## src/serial_ctrl_defines.svh

```systemverilog
/*
  Constants of the addressed serial bus controller: timing, widths and
  the filler used for short addresses.
  Assumes a reference clock of 250 MHz; counts are derived from it.
*/
`ifndef SERIAL_CTRL_DEFINES_SVH
`define SERIAL_CTRL_DEFINES_SVH

// reference clock rate in MHz
`define REF_CLK_MHZ 250
// half period of the serial clock, ns (least time)
`define LINK_HALF_NS 1000
// wait around select edges and between frames, ns (least time)
`define SELECT_GAP_NS 1000
// least times round up to whole reference cycles
`define NS_TO_CYC(ns) (((ns) * `REF_CLK_MHZ + 999) / 1000)
`define LINK_HALF_CYC `NS_TO_CYC(`LINK_HALF_NS)
`define SELECT_GAP_CYC `NS_TO_CYC(`SELECT_GAP_NS)

// address field on the link, and its two nibble groups
`define ADDR_W 8
`define GROUP_W 4
// filler sent in the low group for a four-bit address
`define ADDR_PAD 4'h0
// payload is counted in bytes
`define BYTE_W 8
`define NBYTES_W 8
`define BITIDX_W 3
`define TIMER_W 16

`endif

```

## src/serial_ctrl_pkg.sv

```systemverilog
/*
  Types of the addressed serial bus controller.
  Assumes serial_ctrl_defines.svh is on the include path.
*/
`default_nettype none
`include "serial_ctrl_defines.svh"

package serial_ctrl_pkg;

  // wiring variant of the link
  typedef enum logic [1:0] {
    MODE_WRITE_ONLY,
    MODE_FOUR_WIRE,
    MODE_SHARED
  } link_mode_t;

  typedef enum logic [2:0] {
    ST_IDLE,
    ST_ADDR,
    ST_PRE_SEL,
    ST_SEL_WAIT,
    ST_DATA,
    ST_HOLD,
    ST_GAP
  } ctrl_state_t;

  // whole state of the controller
  typedef struct packed {
    ctrl_state_t st;
    logic [`TIMER_W-1:0] tmr;
    logic [`BITIDX_W-1:0] bit_idx;
    logic half;
    logic [`NBYTES_W-1:0] bytes_left;
    logic [`BYTE_W-1:0] sh;
    logic is_read;
    logic idle_high;
    link_mode_t mode;
    logic clk;
    logic sel;
    logic dout;
    logic doe;
    logic ready;
    logic wr_take;
    logic rd_valid;
    logic [`BYTE_W-1:0] rd_data;
    logic done;
    logic req;
  } ctrl_reg_t;

endpackage

`default_nettype wire

```

## src/serial_bus_ctrl.sv

```systemverilog
/*
  Controller for the single-master addressed serial bus: shifts an
  eight-bit address with select low, then a byte-multiple payload with
  select high, in write-only, four-wire or shared-line wiring.
  Assumes a user on the same clock drives the command port, an external
  pull-up on the peripheral output and shared lines, and one peripheral
  answering per address.
*/
// Functional notes
// - address low group first, select low
// - select high for data, low ends frame
// - controller samples read bits on rise
// - address field is eight bits
// - payload is whole bytes
// - four-bit address padded in low group
// - write-only uses select, clock, input line
// - four-wire adds separate peripheral output line
// - shared variant uses one data line
// - single controller drives select and clock
// - first read bit position is unreliable
`default_nettype none
`include "serial_ctrl_defines.svh"

module serial_bus_ctrl
  import serial_ctrl_pkg::*;
#(
  parameter int HALF_CYCLES = `LINK_HALF_CYC,
  parameter int GAP_CYCLES = `SELECT_GAP_CYC
) (
  input wire logic REF_CLK,
  input wire logic RESET,
  input wire logic CMD_VALID,
  input wire logic [`ADDR_W-1:0] CMD_ADDR,
  input wire logic CMD_SHORT_ADDR,
  input wire logic CMD_READ,
  input wire logic [`NBYTES_W-1:0] CMD_NBYTES,
  input wire logic CMD_IDLE_HIGH,
  input wire link_mode_t CMD_MODE,
  output logic CMD_READY,
  input wire logic [`BYTE_W-1:0] WR_DATA,
  output logic WR_TAKE,
  output logic [`BYTE_W-1:0] RD_DATA,
  output logic RD_VALID,
  output logic DONE,
  output logic READ_REQUEST,
  output logic SELECT_LINE,
  output logic SERIAL_CLOCK_LINE,
  output logic SERIAL_IN_LINE,
  output logic SHARED_DATA_LINE_O,
  output logic SHARED_DATA_LINE_OE,
  input wire logic SHARED_DATA_LINE_I,
  input wire logic PERIPH_OUT_LINE
);

  localparam logic [`TIMER_W-1:0] HALF_LOAD = `TIMER_W'(HALF_CYCLES - 1);
  localparam logic [`TIMER_W-1:0] GAP_LOAD = `TIMER_W'(GAP_CYCLES - 1);
  // counts must fit the timer and leave room for the pin synchroniser
  if (HALF_CYCLES < 4 || HALF_CYCLES >= (1 << `TIMER_W))
    $error("HALF_CYCLES out of range");
  if (GAP_CYCLES < 1 || GAP_CYCLES >= (1 << `TIMER_W))
    $error("GAP_CYCLES out of range");
  ctrl_reg_t q;
  ctrl_reg_t d;
  logic [1:0] pins_sync;
  logic tick;
  logic line_bit;

  // peripheral output line and shared line, both synced
  line_sync #(
    .WIDTH(2)
  ) u_sync (
    .clk(REF_CLK),
    .rst(RESET),
    .async_in({PERIPH_OUT_LINE, SHARED_DATA_LINE_I}),
    .sync_out(pins_sync)
  );

  // the line that carries peripheral data for a given wiring
  function automatic logic pick_line(link_mode_t m, logic [1:0] s);
    pick_line = (m == MODE_SHARED) ? s[0] : s[1];
  endfunction
  assign tick = (q.tmr == '0);
  assign line_bit = pick_line(q.mode, pins_sync);
  // one next-state process for the whole controller
  always_comb
  begin
    d = q;
    d.wr_take = 1'b0;
    d.rd_valid = 1'b0;
    d.done = 1'b0;
    if (!tick)
      d.tmr = q.tmr - 1'b1;
    case (q.st)
      ST_IDLE:
      begin
        d.sel = 1'b0;
        d.doe = 1'b0;
        // a low line while no frame runs is a read request
        d.req = ~pick_line(CMD_MODE, pins_sync);
        if (CMD_VALID)
        begin
          d.req = 1'b0;
          // short addresses carry filler in the low group
          if (CMD_SHORT_ADDR)
            d.sh = {CMD_ADDR[`GROUP_W-1:0], `ADDR_PAD};
          else
            d.sh = CMD_ADDR;
          d.is_read = CMD_READ;
          d.idle_high = CMD_IDLE_HIGH;
          d.mode = CMD_MODE;
          // zero bytes is not a frame, send one
          d.bytes_left = (CMD_NBYTES == '0) ? `NBYTES_W'(1) : CMD_NBYTES;
          // controller owns the shared line during the address
          d.doe = (CMD_MODE == MODE_SHARED);
          // first address bit goes out with select low
          d.dout = d.sh[0];
          d.clk = 1'b0;
          d.tmr = HALF_LOAD;
          d.st = ST_ADDR;
        end
      end
      ST_ADDR:
      begin
        if (tick)
        begin
          d.tmr = HALF_LOAD;
          if (!q.half)
          begin
            // rising edge presents the stable bit to the peripheral
            d.clk = 1'b1;
            d.half = 1'b1;
          end
          // eight address bits, then leave the address phase
          else if (q.bit_idx == `BITIDX_W'(`ADDR_W - 1))
          begin
            // clock returns to the chosen idle level
            d.clk = q.idle_high;
            d.tmr = GAP_LOAD;
            d.st = ST_PRE_SEL;
          end
          else
          begin
            d.bit_idx = q.bit_idx + 1'b1;
            d.sh = q.sh >> 1;
            d.dout = q.sh[1];
            d.clk = 1'b0;
            d.half = 1'b0;
          end
        end
      end
      ST_PRE_SEL:
      begin
        if (tick)
        begin
          // select rises only after every address bit
          d.sel = 1'b1;
          // hand the shared line to the peripheral for reads
          if (q.is_read && q.mode == MODE_SHARED)
            d.doe = 1'b0;
          d.tmr = GAP_LOAD;
          d.st = ST_SEL_WAIT;
        end
      end
      ST_SEL_WAIT:
      begin
        if (tick)
        begin
          d.bit_idx = '0;
          d.half = 1'b0;
          d.clk = 1'b0;
          d.tmr = HALF_LOAD;
          d.st = ST_DATA;
          if (!q.is_read)
          begin
            d.sh = WR_DATA;
            d.dout = WR_DATA[0];
            d.wr_take = 1'b1;
          end
        end
      end
      ST_DATA:
      begin
        if (tick)
        begin
          d.tmr = HALF_LOAD;
          if (!q.half)
          begin
            d.clk = 1'b1;
            d.half = 1'b1;
            // sampled at each rise; first bit not realigned
            if (q.is_read)
              d.sh = {line_bit, q.sh[`BYTE_W-1:1]};
          end
          // payload ends only on a byte boundary
          else if (q.bit_idx == `BITIDX_W'(`BYTE_W - 1))
          begin
            d.rd_data = q.is_read ? q.sh : q.rd_data;
            d.rd_valid = q.is_read;
            d.bytes_left = q.bytes_left - 1'b1;
            d.bit_idx = '0;
            d.half = 1'b0;
            if (q.bytes_left == `NBYTES_W'(1))
            begin
              // stop with the clock at its idle level
              d.clk = q.idle_high;
              d.tmr = GAP_LOAD;
              d.st = ST_HOLD;
            end
            else
            begin
              d.clk = 1'b0;
              if (!q.is_read)
              begin
                d.sh = WR_DATA;
                d.dout = WR_DATA[0];
                d.wr_take = 1'b1;
              end
            end
          end
          else
          begin
            d.bit_idx = q.bit_idx + 1'b1;
            d.clk = 1'b0;
            d.half = 1'b0;
            if (!q.is_read)
            begin
              d.sh = q.sh >> 1;
              d.dout = q.sh[1];
            end
          end
        end
      end
      ST_HOLD:
      begin
        if (tick)
        begin
          d.sel = 1'b0;
          d.doe = 1'b0;
          d.tmr = GAP_LOAD;
          d.st = ST_GAP;
        end
      end
      ST_GAP:
      begin
        // spacing before the next frame may be accepted
        if (tick)
        begin
          d.done = 1'b1;
          d.st = ST_IDLE;
        end
      end
      default:
      begin
        d.st = ST_IDLE;
      end
    endcase
    d.ready = (d.st == ST_IDLE);
  end

  // sole driver of select and clock, held at known levels in reset
  always_ff @(posedge REF_CLK or posedge RESET)
  begin
    if (RESET)
    begin
      q <= '0; // idle state and write-only wiring both encode as zero
      q.dout <= 1'b1;
    end
    else
    begin
      q <= d;
    end
  end

  // every pin and user output is a flop of the state
  assign CMD_READY = q.ready;
  assign WR_TAKE = q.wr_take;
  assign RD_DATA = q.rd_data;
  assign RD_VALID = q.rd_valid;
  assign DONE = q.done;
  assign READ_REQUEST = q.req;
  assign SELECT_LINE = q.sel;
  assign SERIAL_CLOCK_LINE = q.clk;
  // address and write data share the input line in both wirings
  assign SERIAL_IN_LINE = q.dout;
  assign SHARED_DATA_LINE_O = q.dout;
  assign SHARED_DATA_LINE_OE = q.doe;

endmodule

`default_nettype wire

```

## src/line_sync.sv

```systemverilog
/*
  Two-flop synchroniser for pins that arrive from outside the clock
  domain. Assumes each bit is an independent level.
*/
`default_nettype none

module line_sync #(
  parameter int WIDTH = 2
) (
  input wire logic clk,
  input wire logic rst,
  input wire logic [WIDTH-1:0] async_in,
  output logic [WIDTH-1:0] sync_out
);

  logic [WIDTH-1:0] meta_q;
  logic [WIDTH-1:0] sync_q;

  // a zero-width synchroniser carries nothing
  if (WIDTH < 1)
    $error("WIDTH must be at least 1");

  // pins idle high through their pull-ups, so reset to high
  always_ff @(posedge clk or posedge rst)
  begin
    if (rst)
    begin
      meta_q <= '1;
      sync_q <= '1;
    end
    else
    begin
      meta_q <= async_in;
      sync_q <= meta_q;
    end
  end

  assign sync_out = sync_q;

endmodule

`default_nettype wire

```

## config.mk

```make
export PLATFORM = sky130hd
export DESIGN_NAME = serial_bus_ctrl
export DESIGN_NICKNAME = d
export VERILOG_FILES = /design/src/serial_ctrl_pkg.sv /design/src/serial_bus_ctrl.sv /design/src/line_sync.sv
export VERILOG_INCLUDE_DIRS = /design/src
export SDC_FILE = /design/constraint.sdc
export NUM_CORES = 1
export LEC_CHECK = 0
export ABC_AREA = 1
export BUFFER_PORTS_ARGS = -buffer_cell sky130_fd_sc_hd__clkbuf_2
export CAP_MARGIN = 20
export CORE_MARGIN = 8
export CORE_UTILIZATION = 30
export DETAILED_ROUTE_END_ITERATION = 6
export GPL_ROUTABILITY_DRIVEN = 0
export GPL_TIMING_DRIVEN = 0
export SLEW_MARGIN = 40
export SYNTH_ARGS = -nofsm -noshare
export SYNTH_HDL_FRONTEND = slang
export SYNTH_SLANG_ARGS = --single-unit
```

## constraint.sdc

```tcl
create_clock -name REF_CLK -period 2.1 [get_ports REF_CLK]
set_input_delay 0.315 -clock REF_CLK [delete_from_list [all_inputs] [get_ports REF_CLK]]
set_output_delay 0.315 -clock REF_CLK [all_outputs]
set_load 0.01 [all_outputs]
```

==> results of run 1 <==
## metrics by stage
stage,worst slack [ns],instances,utilization,TNS [ns]
final,0.09459,829,0.3700,0
after global routing,0.004231,829,0.3700,0
after CTS,0.009500,828,0.3661,0
after detailed placement,-0.1702,809,0.3427,-2.542
after global placement,-0.7051,808,0.3410,-44.00
after floorplan,0.1952,581,-,0
## cell usage after synthesis (2+ instances only)
cell type  instances
nor2_2             4
dfstp_2            5
clkbuf_1           7
or2_2              2
nand3_1           30
o21ai_1            9
nand3_2            3
inv_2              8
ha_1               6
nand2_1          195
a21oi_4            2
inv_1             59
buf_2              4
dfrtp_1           59
a21oi_1           12
nor2_1            77
a31oi_1            4
o211ai_1           5
nor3_2             3
nor3_1             3
nand4_1           21
xor2_1             8
nand2_2            2
o31ai_1            2
o21ai_0           30
buf_4             10
## power breakdown
part           internal (mW)  leakage, nW  switching, mW  total (mW)
registers               1.24        0.779        0.00103        1.24
clock network          0.822        0.136          0.540        1.36
logic                 0.0369         1.58         0.0589      0.0958
## sequential cells by signal (all words and copies together) (netlist names)
register             count
CMD_READY                1
DONE                     1
RD_DATA                  8
RD_VALID                 1
READ_REQUEST             1
SELECT_LINE              1
SERIAL_CLOCK_LINE        1
SERIAL_IN_LINE           1
SHARED_DATA_LINE_OE      1
WR_TAKE                  1
q                       43
u_sync.meta_q            2
u_sync.sync_out          2
## layer usage
layer | up-vias | GRT usage
li1 | 1991 | -
met1 | 1828 | 0.1797
met2 | 124 | 0.1964
met3 | 10 | 0.02706
met4 | 0 | 0.05488
met5 | - | 0
## critical path, delay by kind of cell, from the launching register on
kind / cells / cell delay, ns
AND/OR/NAND/NOR: 5 / 0.70
buffers and inverters: 5 / 0.53
flip-flops: 1 / 0.45
AO/OA/AOI/OAI: 1 / 0.21
## repair_timing
item / 4_1_cts / 5_1_grt
pin swaps: 0 / 2
endpoints found under the hold margin: 26 / 0
endpoints found under the setup margin: 26 / 36
gates resized for setup: 7 / 13
setup buffers: 2 / 0
hold buffers: 1 / 0
gates cloned: 0 / 1
## kinds of logic (layout without fill, tap and decap cells)
group,count (synthesis),count (layout)
compound gates,69,69
xor+xnor,9,9
fa+ha+maj,6,6
buf+inv,89,160
flops,64,64
simple gates,344,345
## area by class of cell
cell class	instances	area [sq um]	share of cell area
multi-input combinational	429	2093	0.4289
clock buffer	12	246.5	0.05050
clock inverter	4	20.02	0.004102
tap	176	220.2	0.04512
sequential	64	1608	0.3294
inverter	67	254.0	0.05204
buffer	22	138.9	0.02845
timing repair buffer	55	300.3	0.06152
## cell usage in the layout (no fill, tap or decap), types with 4 or more instances in the layout
master / synthesis / routed
nand2_1: 195 / 192
a31oi_1: 4 / 4
nand2_2: 2 / 5
clkbuf_16: 0 / 9
nand3_1: 30 / 30
a21oi_1: 12 / 12
dfrtp_1: 59 / 59
xor2_1: 8 / 8
o211ai_1: 5 / 5
o21ai_1: 9 / 9
nor2_2: 4 / 5
inv_1: 59 / 56
clkbuf_2: 0 / 51
clkbuf_1: 7 / 8
ha_1: 6 / 5
nor2_1: 77 / 74
buf_4: 10 / 14
inv_2: 8 / 10
nand4_1: 21 / 21
o21ai_0: 30 / 30
dfstp_2: 5 / 5
clkinv_2: 0 / 4
## path summary, 6_finish.rpt
check | start | end | slack, ns | cells after the start
worst max-delay path | q[58] | q[38] | 0.09 | 11
worst min-delay path | SHARED_DATA_LINE_I | u_sync.meta_q[0] | 0.06 | 1
worst max register to register | q[58] | q[38] | 0.09 | 11
worst min register to register | u_sync.meta_q[1] | u_sync.sync_out[1] | 0.35 | 0
max in group asynchronous | RESET | u_sync.sync_out[0] | 1.02 | 4
min in group asynchronous | RESET | q[46] | 0.51 | 3
==> flow_summary.json, run 1 <==
{
  "status": "completed",
  "wl_microns": 11280,
  "design_area_sq_um": 4881,
  "cap_violations": 0,
  "yosysTopAreaCell": "dfrtp_1",
  "hold_ws_ns": 0.05750,
  "synth_compound_area_frac": 0.1005,
  "skew_ns": 0.01070,
  "initial_core_util": 0.3050,
  "critical_path_class": "register to register",
  "syn-num-nets": 621,
  "path_clk_slew_ns": 0.06,
  "core_area_sq_um": 13190,
  "dieHeight_microns": 131.8,
  "synth.distinct_cells": 37,
  "dp_hpwl_microns": 8428,
  "drive_gt1_frac": 0.1930,
  "ios": 52,
  "area_growth_pct": 21.34,
  "grt_pass1_wl_microns": 18620,
  "grt_pass1_vias": 3689,
  "drc": 0,
  "worstPathArrival_ns": 2.23,
  "period_share": 0.9550,
  "clock_sinks": 64,
  "hp-class": "input pin to register",
  "min_period_ns": 2.005,
  "clock_latency_ns": 0.34,
  "fillers": 1424,
  "cts_tree": "yes",
  "cts_buffers": 9,
  "ant_nets": 0,
  "cts_root_buf": "clkbuf_16",
  "critPathMaxFanout": 10,
  "power.total_mw": 2.700,
  "startpoint_type": "register",
  "vias": 3953,
  "viasPerCell": 4.768,
  "p_per_area_nw_per_um2": 553.2,
  "fp.dieW_microns": 131.8,
  "syn_area_sq_um": 4023,
  "relSlewSlack": 0.5701,
  "synth.top_cell.area_share": 0.3670,
  "synth_edf_count": 0,
  "final_nets": 688,
  "synthArstFlopShare": 1.000,
  "wl_per_cell_microns": 13.61,
  "antenna_found_initial": 0,
  "hold_violations": 0,
  "die-area_sq_um": 17370,
  "wl_met2_microns": 4968,
  "num_rows": 42,
  "muxShareOfSynthArea": 0,
  "cp_cell_sequence": "nor2_4, nand2_4, inv_2, buf_6, nor2_8, inv_2, nand2_1, nor2_1, inv_1, o21ai_0, inv_1",
  "tightest_slew_ns": 0.6449,
  "crit_slowest_cell": "dfrtp_1",
  "worst_ep_required_time_ns": 2.33,
  "top_layer": "met4",
  "drtIter0Drc": 356,
  "place_area_sq_um": 4521,
  "ys_top_cells_by_area": "dfrtp_1, nand2_1, nor2_1",
  "met1_length_microns": 5425,
  "slowest_delay_ns": 0.45,
  "avgSynthCellArea_sq_um": 6.924,
  "synth_fa_ha_area_frac": 0.01866,
  "io_buffers": 51,
  "drt_pass1_iterations": 5,
  "setup_viol": 0,
  "synthSimpleGateAreaFrac": 0.3661,
  "netlist_instances": 581,
  "yosys_warnings": 0,
  "htree_num_levels": 3,
  "cp-end-kind": "register",
  "p_leak_nw": 2.492,
  "ys_seq_elements": 64,
  "report.final.slew_viol_count": 0,
  "ys_seq_area_frac": 0.3997,
  "grt_setup_unrepaired": "no",
  "grt_overflow": 0,
  "wl_met3_microns": 728,
  "n_antenna_cell": 0,
  "grt_max_degree": 38,
  "synth_top_family_by_area": "simple AND/OR/NAND/NOR gates",
  "max_freq_mhz": 498.7,
  "synthFlopType": "dfrtp_1",
  "synth_xor_area_frac": 0.01960,
  "grt_usage": 0.1312,
  "clockBufferDepth": 2,
  "ir_worst_vdd_mv": 0.2835
}
Power figures use the tool's default switching activity.
==> run 2, diff against run 1 <==
==> constraint.sdc (replaced) <==
create_clock -name REF_CLK -period 1.8 [get_ports REF_CLK]
set_input_delay 0.27 -clock REF_CLK [delete_from_list [all_inputs] [get_ports REF_CLK]]
set_output_delay 0.27 -clock REF_CLK [all_outputs]
set_load 0.01 [all_outputs]
==> run 2 against run 1 <==
Compared with the run above:
- routed wire length increased by 5.3%
- critical endpoint is now q[28]
- critical path type unchanged
- clock power rose by 39%
- clock skew down 0.0012 ns
- largest power group unchanged
==> flow_summary.json, run 2 (synthesis gave the netlist of run 1 again) <==
{
  "status": "completed",
  "drive_gt1_frac": 0.2853,
  "ios": 52,
  "critPathMaxFanout": 10,
  "die-area_sq_um": 17370,
  "grt_setup_unrepaired": "yes",
  "hold_violations": 0,
  "hold_ws_ns": 0.01267,
  "cap_violations": 0,
  "p_per_area_nw_per_um2": 635.7,
  "core_area_sq_um": 13190,
  "max_freq_mhz": 571.2,
  "layout_setup_ws_ns": 0.04944,
  "skew_ns": 0.009478,
  "grt_max_degree": 26,
  "report.final.slew_viol_count": 0,
  "cp_cell_sequence": "nor2_4, nand2_8, inv_2, buf_8, nor2_8, buf_4, o211ai_1, nand3_1, nand2_4, o21ai_2",
  "grt_pass1_wl_microns": 19350,
  "final_common_cell": "nand2_1",
  "viasPerCell": 4.756,
  "path_clk_slew_ns": 0.06,
  "setup_viol": 0,
  "hp-class": "input pin to register",
  "min_period_ns": 1.751,
  "cpLargestDelayFamily": "simple AND/OR/NAND/NOR gates",
  "place_area_sq_um": 4578,
  "crit_slowest_cell": "dfrtp_2",
  "cts_buffers": 9,
  "p_leak_nw": 2.733,
  "drc": 0,
  "htree_num_levels": 3,
  "initial_core_util": 0.3050,
  "tightest_slew_ns": 0.6324,
  "cts_tree": "yes",
  "worst_ep_required_time_ns": 2.02,
  "final_cell_mix": "nand2_1, nor2_1, dfrtp_1",
  "grt_pass1_vias": 3829,
  "slowest_delay_ns": 0.42,
  "wl_microns": 11880,
  "design_area_sq_um": 5450,
  "vias": 4071,
  "period_share": 0.9725,
  "fillers": 1375,
  "dp_hpwl_microns": 8514,
  "critPathBufInv": 3,
  "critical_path_class": "register to register",
  "ir_worst_vdd_mv": 0.3674,
  "largest_register": "q",
  "post-place-ws_ns": -0.4814,
  "clock_latency_ns": 0.34,
  "worstPathArrival_ns": 1.97,
  "n_antenna_cell": 0,
  "cp-end-kind": "register",
  "post-route-util": 0.4132,
  "antenna_found_initial": 0,
  "relSlewSlack": 0.5784,
  "dieHeight_microns": 131.8,
  "clockBufferDepth": 2,
  "drtIter0Drc": 247,
  "cts_root_buf": "clkbuf_16",
  "ant_nets": 0,
  "grt_usage": 0.1357,
  "wl_per_cell_microns": 13.88,
  "num_rows": 42,
  "io_buffers": 51,
  "area_growth_pct": 35.49,
  "clock_sinks": 64,
  "drt_pass1_iterations": 5,
  "grt_overflow": 0,
  "fp.dieW_microns": 131.8,
  "startpoint_type": "register",
  "final_nets": 715,
  "largest_reg_flops": 43
}
run 2: cell types whose count changed in the layout (fill, tap and decap cells not counted), moves of 6 or more:
cell     before  now
nor2_2        5   12
nand2_1     192  180
nand2_2       5   11
nor2_1       74   59
nor2_4        3   11
buf_4        14   30
buf_6         1    7
run 2: cell type report:
type / count / area [sq um] / area share
Buffer: 22 / 175.2 / 0.03214
Clock buffer: 11 / 242.7 / 0.04454
Clock inverter: 5 / 80.08 / 0.01469
Inverter: 67 / 267.8 / 0.04913
Multi-Input combinational cell: 429 / 2268 / 0.4162
Sequential cell: 64 / 1609 / 0.2952
Tap cell: 176 / 220.2 / 0.04040
Timing Repair Buffer: 82 / 586.8 / 0.1077
run 2: final timing paths:
| path | endpoint | depth (start not counted) | start | slack (ns) |
|---|---|---|---|---|
| setup / recovery | q[28] | 10 | q[58] | 0.05 |
| hold / removal | u_sync.meta_q[0] | 1 | SHARED_DATA_LINE_I | 0.01 |
| setup reg to reg | q[28] | 10 | q[58] | 0.05 |
| hold reg to reg | u_sync.sync_out[1] | 0 | u_sync.meta_q[1] | 0.35 |
| max in group asynchronous | u_sync.sync_out[0] | 5 | RESET | 0.73 |
| min in group asynchronous | CMD_READY | 3 | RESET | 0.43 |
run 2: metrics by stage:
stage                     setup TNS, ns  total power, mW  std cells
after floorplan                       0            1.523        581
after global placement           -13.55            1.583        808
after detailed placement         -12.74            1.603        811
after CTS                     -0.007405            3.508        842
after global routing            -0.2492            3.580        856
final                                 0            3.465        856
run 2: routing by layer:
metal	GRT usage	up-vias	wire length (microns)
met1	0.1841	1873	5473
met4	0.05361	0	231
met3	0.02934	14	852
met2	0.2055	133	5323
li1	-	2051	-
met5	0	-	0
run 2: power by group:
group / internal (mW) / leakage, nW / total [mW] / switching [mW]
Clock: 1.25 / 0.152 / 1.89 / 0.641
Combinational: 0.0552 / 1.80 / 0.127 / 0.0723
Sequential: 1.45 / 0.777 / 1.45 / 0.00144
run 2: timing repair:
action | 4_1_cts | 5_1_grt
endpoints found under the setup margin | 50 | 42
hold buffers | 1 | 0
resized for setup | 49 | 49
buffers inserted | 13 | 14
cloned | 1 | 0
endpoints found under the hold margin | 9 | 0
pin swaps | 8 | 22
==> run 3, diff against run 2 <==
==> constraint.sdc (replaced) <==
create_clock -name REF_CLK -period 1.6 [get_ports REF_CLK]
set_input_delay 0.24 -clock REF_CLK [delete_from_list [all_inputs] [get_ports REF_CLK]]
set_output_delay 0.24 -clock REF_CLK [all_outputs]
set_load 0.01 [all_outputs]
==> run 3 against run 2 <==
Compared with the run above:
- the run now ends with negative setup slack left
- largest cell class unchanged
- critical endpoint is now q[23]
- via count grew 6.7%
- critical path depth grew 1
- clock-buffer cell count shrank 1
- register-to-register slack worse by 0.17 ns
==> flow_summary.json, run 3 (synthesis gave the netlist of run 1 again) <==
{
  "status": "finished with violations",
  "violations": "negative setup slack",
  "clockBufferDepth": 2,
  "drt_pass1_iterations": 5,
  "max_freq_mhz": 580.0,
  "path_clk_slew_ns": 0.05,
  "critPathBufInv": 2,
  "cts_buffers": 9,
  "setup_viol": 37,
  "crit_slowest_cell": "dfrtp_2",
  "grt_max_degree": 25,
  "fin_tns_setup_ns": -2.680,
  "drc": 0,
  "dieHeight_microns": 131.8,
  "clock_sinks": 64,
  "tightest_slew_ns": 0.5102,
  "p_leak_nw": 2.927,
  "startpoint_type": "register",
  "dp_hpwl_microns": 8625,
  "grt_pass1_wl_microns": 20310,
  "initial_core_util": 0.3050,
  "design_area_sq_um": 5944,
  "period_share": 1.078,
  "p_int_mw": 3.410,
  "final_cell_mix": "nand2_1, dfrtp_1, nor2_1, clkbuf_2, buf_4",
  "cp_common_cell": "nand2_1",
  "slowest_delay_ns": 0.43,
  "ant_nets": 0,
  "grt_overflow": 0,
  "clock_latency_ns": 0.34,
  "largest_register": "q",
  "pwr-share-comb": 0.035,
  "final_nets": 747,
  "cts_tree": "yes",
  "hp-class": "input pin to register",
  "p_per_area_nw_per_um2": 712.2,
  "power.total_mw": 4.234,
  "p_seq_frac": 0.385,
  "n_antenna_cell": 0,
  "critical_path_class": "register to register",
  "cap_violations": 0,
  "final_common_cell": "nand2_1",
  "worst_ep_required_time_ns": 1.83,
  "critPathMaxFanout": 7,
  "largest_reg_flops": 43,
  "layout_setup_ws_ns": -0.1242,
  "num_rows": 42,
  "io_buffers": 51,
  "htree_num_levels": 3,
  "fp.dieW_microns": 131.8,
  "grt_setup_unrepaired": "yes",
  "min_period_ns": 1.724,
  "cts_root_buf": "clkbuf_16",
  "core_area_sq_um": 13190,
  "power.switching_mw": 0.8242,
  "wl_microns": 12740,
  "skew_ns": 0.009007,
  "vias": 4343,
  "hold_ws_ns": 0.1117,
  "antenna_found_initial": 0,
  "die-area_sq_um": 17370,
  "p_clk_frac": 0.580,
  "grt_usage": 0.1429,
  "cp_cell_sequence": "nor2_4, buf_6, o21ai_1, nand2_1, nand2_4, nor2_4, nand2_2, a21oi_4, inv_4, nand2_1, nand2_1",
  "switching_share": 0.1947,
  "viasPerCell": 4.891,
  "grt_pass1_vias": 4213,
  "cpLargestDelayFamily": "simple AND/OR/NAND/NOR gates",
  "drtIter0Drc": 305,
  "ios": 52,
  "place_area_sq_um": 4647,
  "cp-end-kind": "register",
  "fillers": 1239,
  "worstPathArrival_ns": 1.95,
  "report.final.slew_viol_count": 0,
  "relSlewSlack": 0.6598,
  "hold_violations": 0,
  "area_growth_pct": 47.78,
  "wl_per_cell_microns": 14.35,
  "drive_gt1_frac": 0.3680,
  "ir_worst_vdd_mv": 0.4831
}
==> run 3: cell types whose count changed in the layout (fill, tap and decap cells not counted), sizes merged <==
cell,before,now
buf,46,75
bufinv,2,4
clkinv,1,2
clkinvlp,3,2
dlygate4sd3,1,3
inv,66,65
==> run 3: worst paths after layout <==
| kind | from | end | slack, ns | cells past startpoint |
|---|---|---|---|---|
| hold / removal | CMD_IDLE_HIGH | q[19] | 0.11 | 3 |
| max in group asynchronous | RESET | q[58] | 0.68 | 5 |
| setup reg to reg | q[58] | q[23] | -0.12 | 11 |
| hold reg to reg | u_sync.meta_q[0] | u_sync.sync_out[0] | 0.35 | 0 |
| min in group asynchronous | RESET | CMD_READY | 0.38 | 3 |
| setup / recovery | q[58] | q[23] | -0.12 | 11 |
==> run 3: timing repair <==
action | CTS | global route
hold buffers | 3 | 0
setup endpoints to repair | 53 | 53
resized for setup | 69 | 71
setup buffers | 32 | 23
endpoints found under the hold margin | 8 | 0
pin swaps | 33 | 27
gates cloned | 2 | 1
==> run 3: per-stage QoR <==
step | setup WS, ns | std cells | util
after floorplan | -0.07615 | 581 | -
after global placement | -0.4498 | 808 | 0.3466
after detailed placement | -0.4785 | 811 | 0.3523
after CTS | -0.08933 | 864 | 0.4192
after global routing | -0.2334 | 888 | 0.4507
final | -0.1242 | 888 | 0.4507
==> run 3: layout make-up <==
class,count,area [sq um],area share
Buffer,22,186.4,0.03136
Timing Repair Buffer,114,837.1,0.1408
Clock buffer,10,239.0,0.04020
Clock inverter,6,130.1,0.02189
Multi-Input combinational cell,429,2440,0.4104
Inverter,67,281.5,0.04736
Sequential cell,64,1610,0.2709
Tap cell,176,220.2,0.03704
==> run 3: tightest hold or removal path: cells and delay by family <==
kind / cells / cell delay [ns]
buf+inv: 1 / 0.09
simple gates: 2 / 0.09
==> run 3: power by group through the flow <==
stage / logic, mW / registers, mW / clock network [mW]
after floorplan: 0.0546 / 1.66 / 0
after global placement: 0.120 / 1.66 / 0
after detailed placement: 0.146 / 1.66 / 0
after CTS: 0.152 / 1.63 / 2.50
after global routing: 0.166 / 1.63 / 2.57
final: 0.148 / 1.63 / 2.46
==> run 3: layer usage <==
metal	track usage	routed length (microns)
met5	0	0
met4	0.07594	325
met3	0.03239	838
met2	0.2211	5916
met1	0.1822	5660
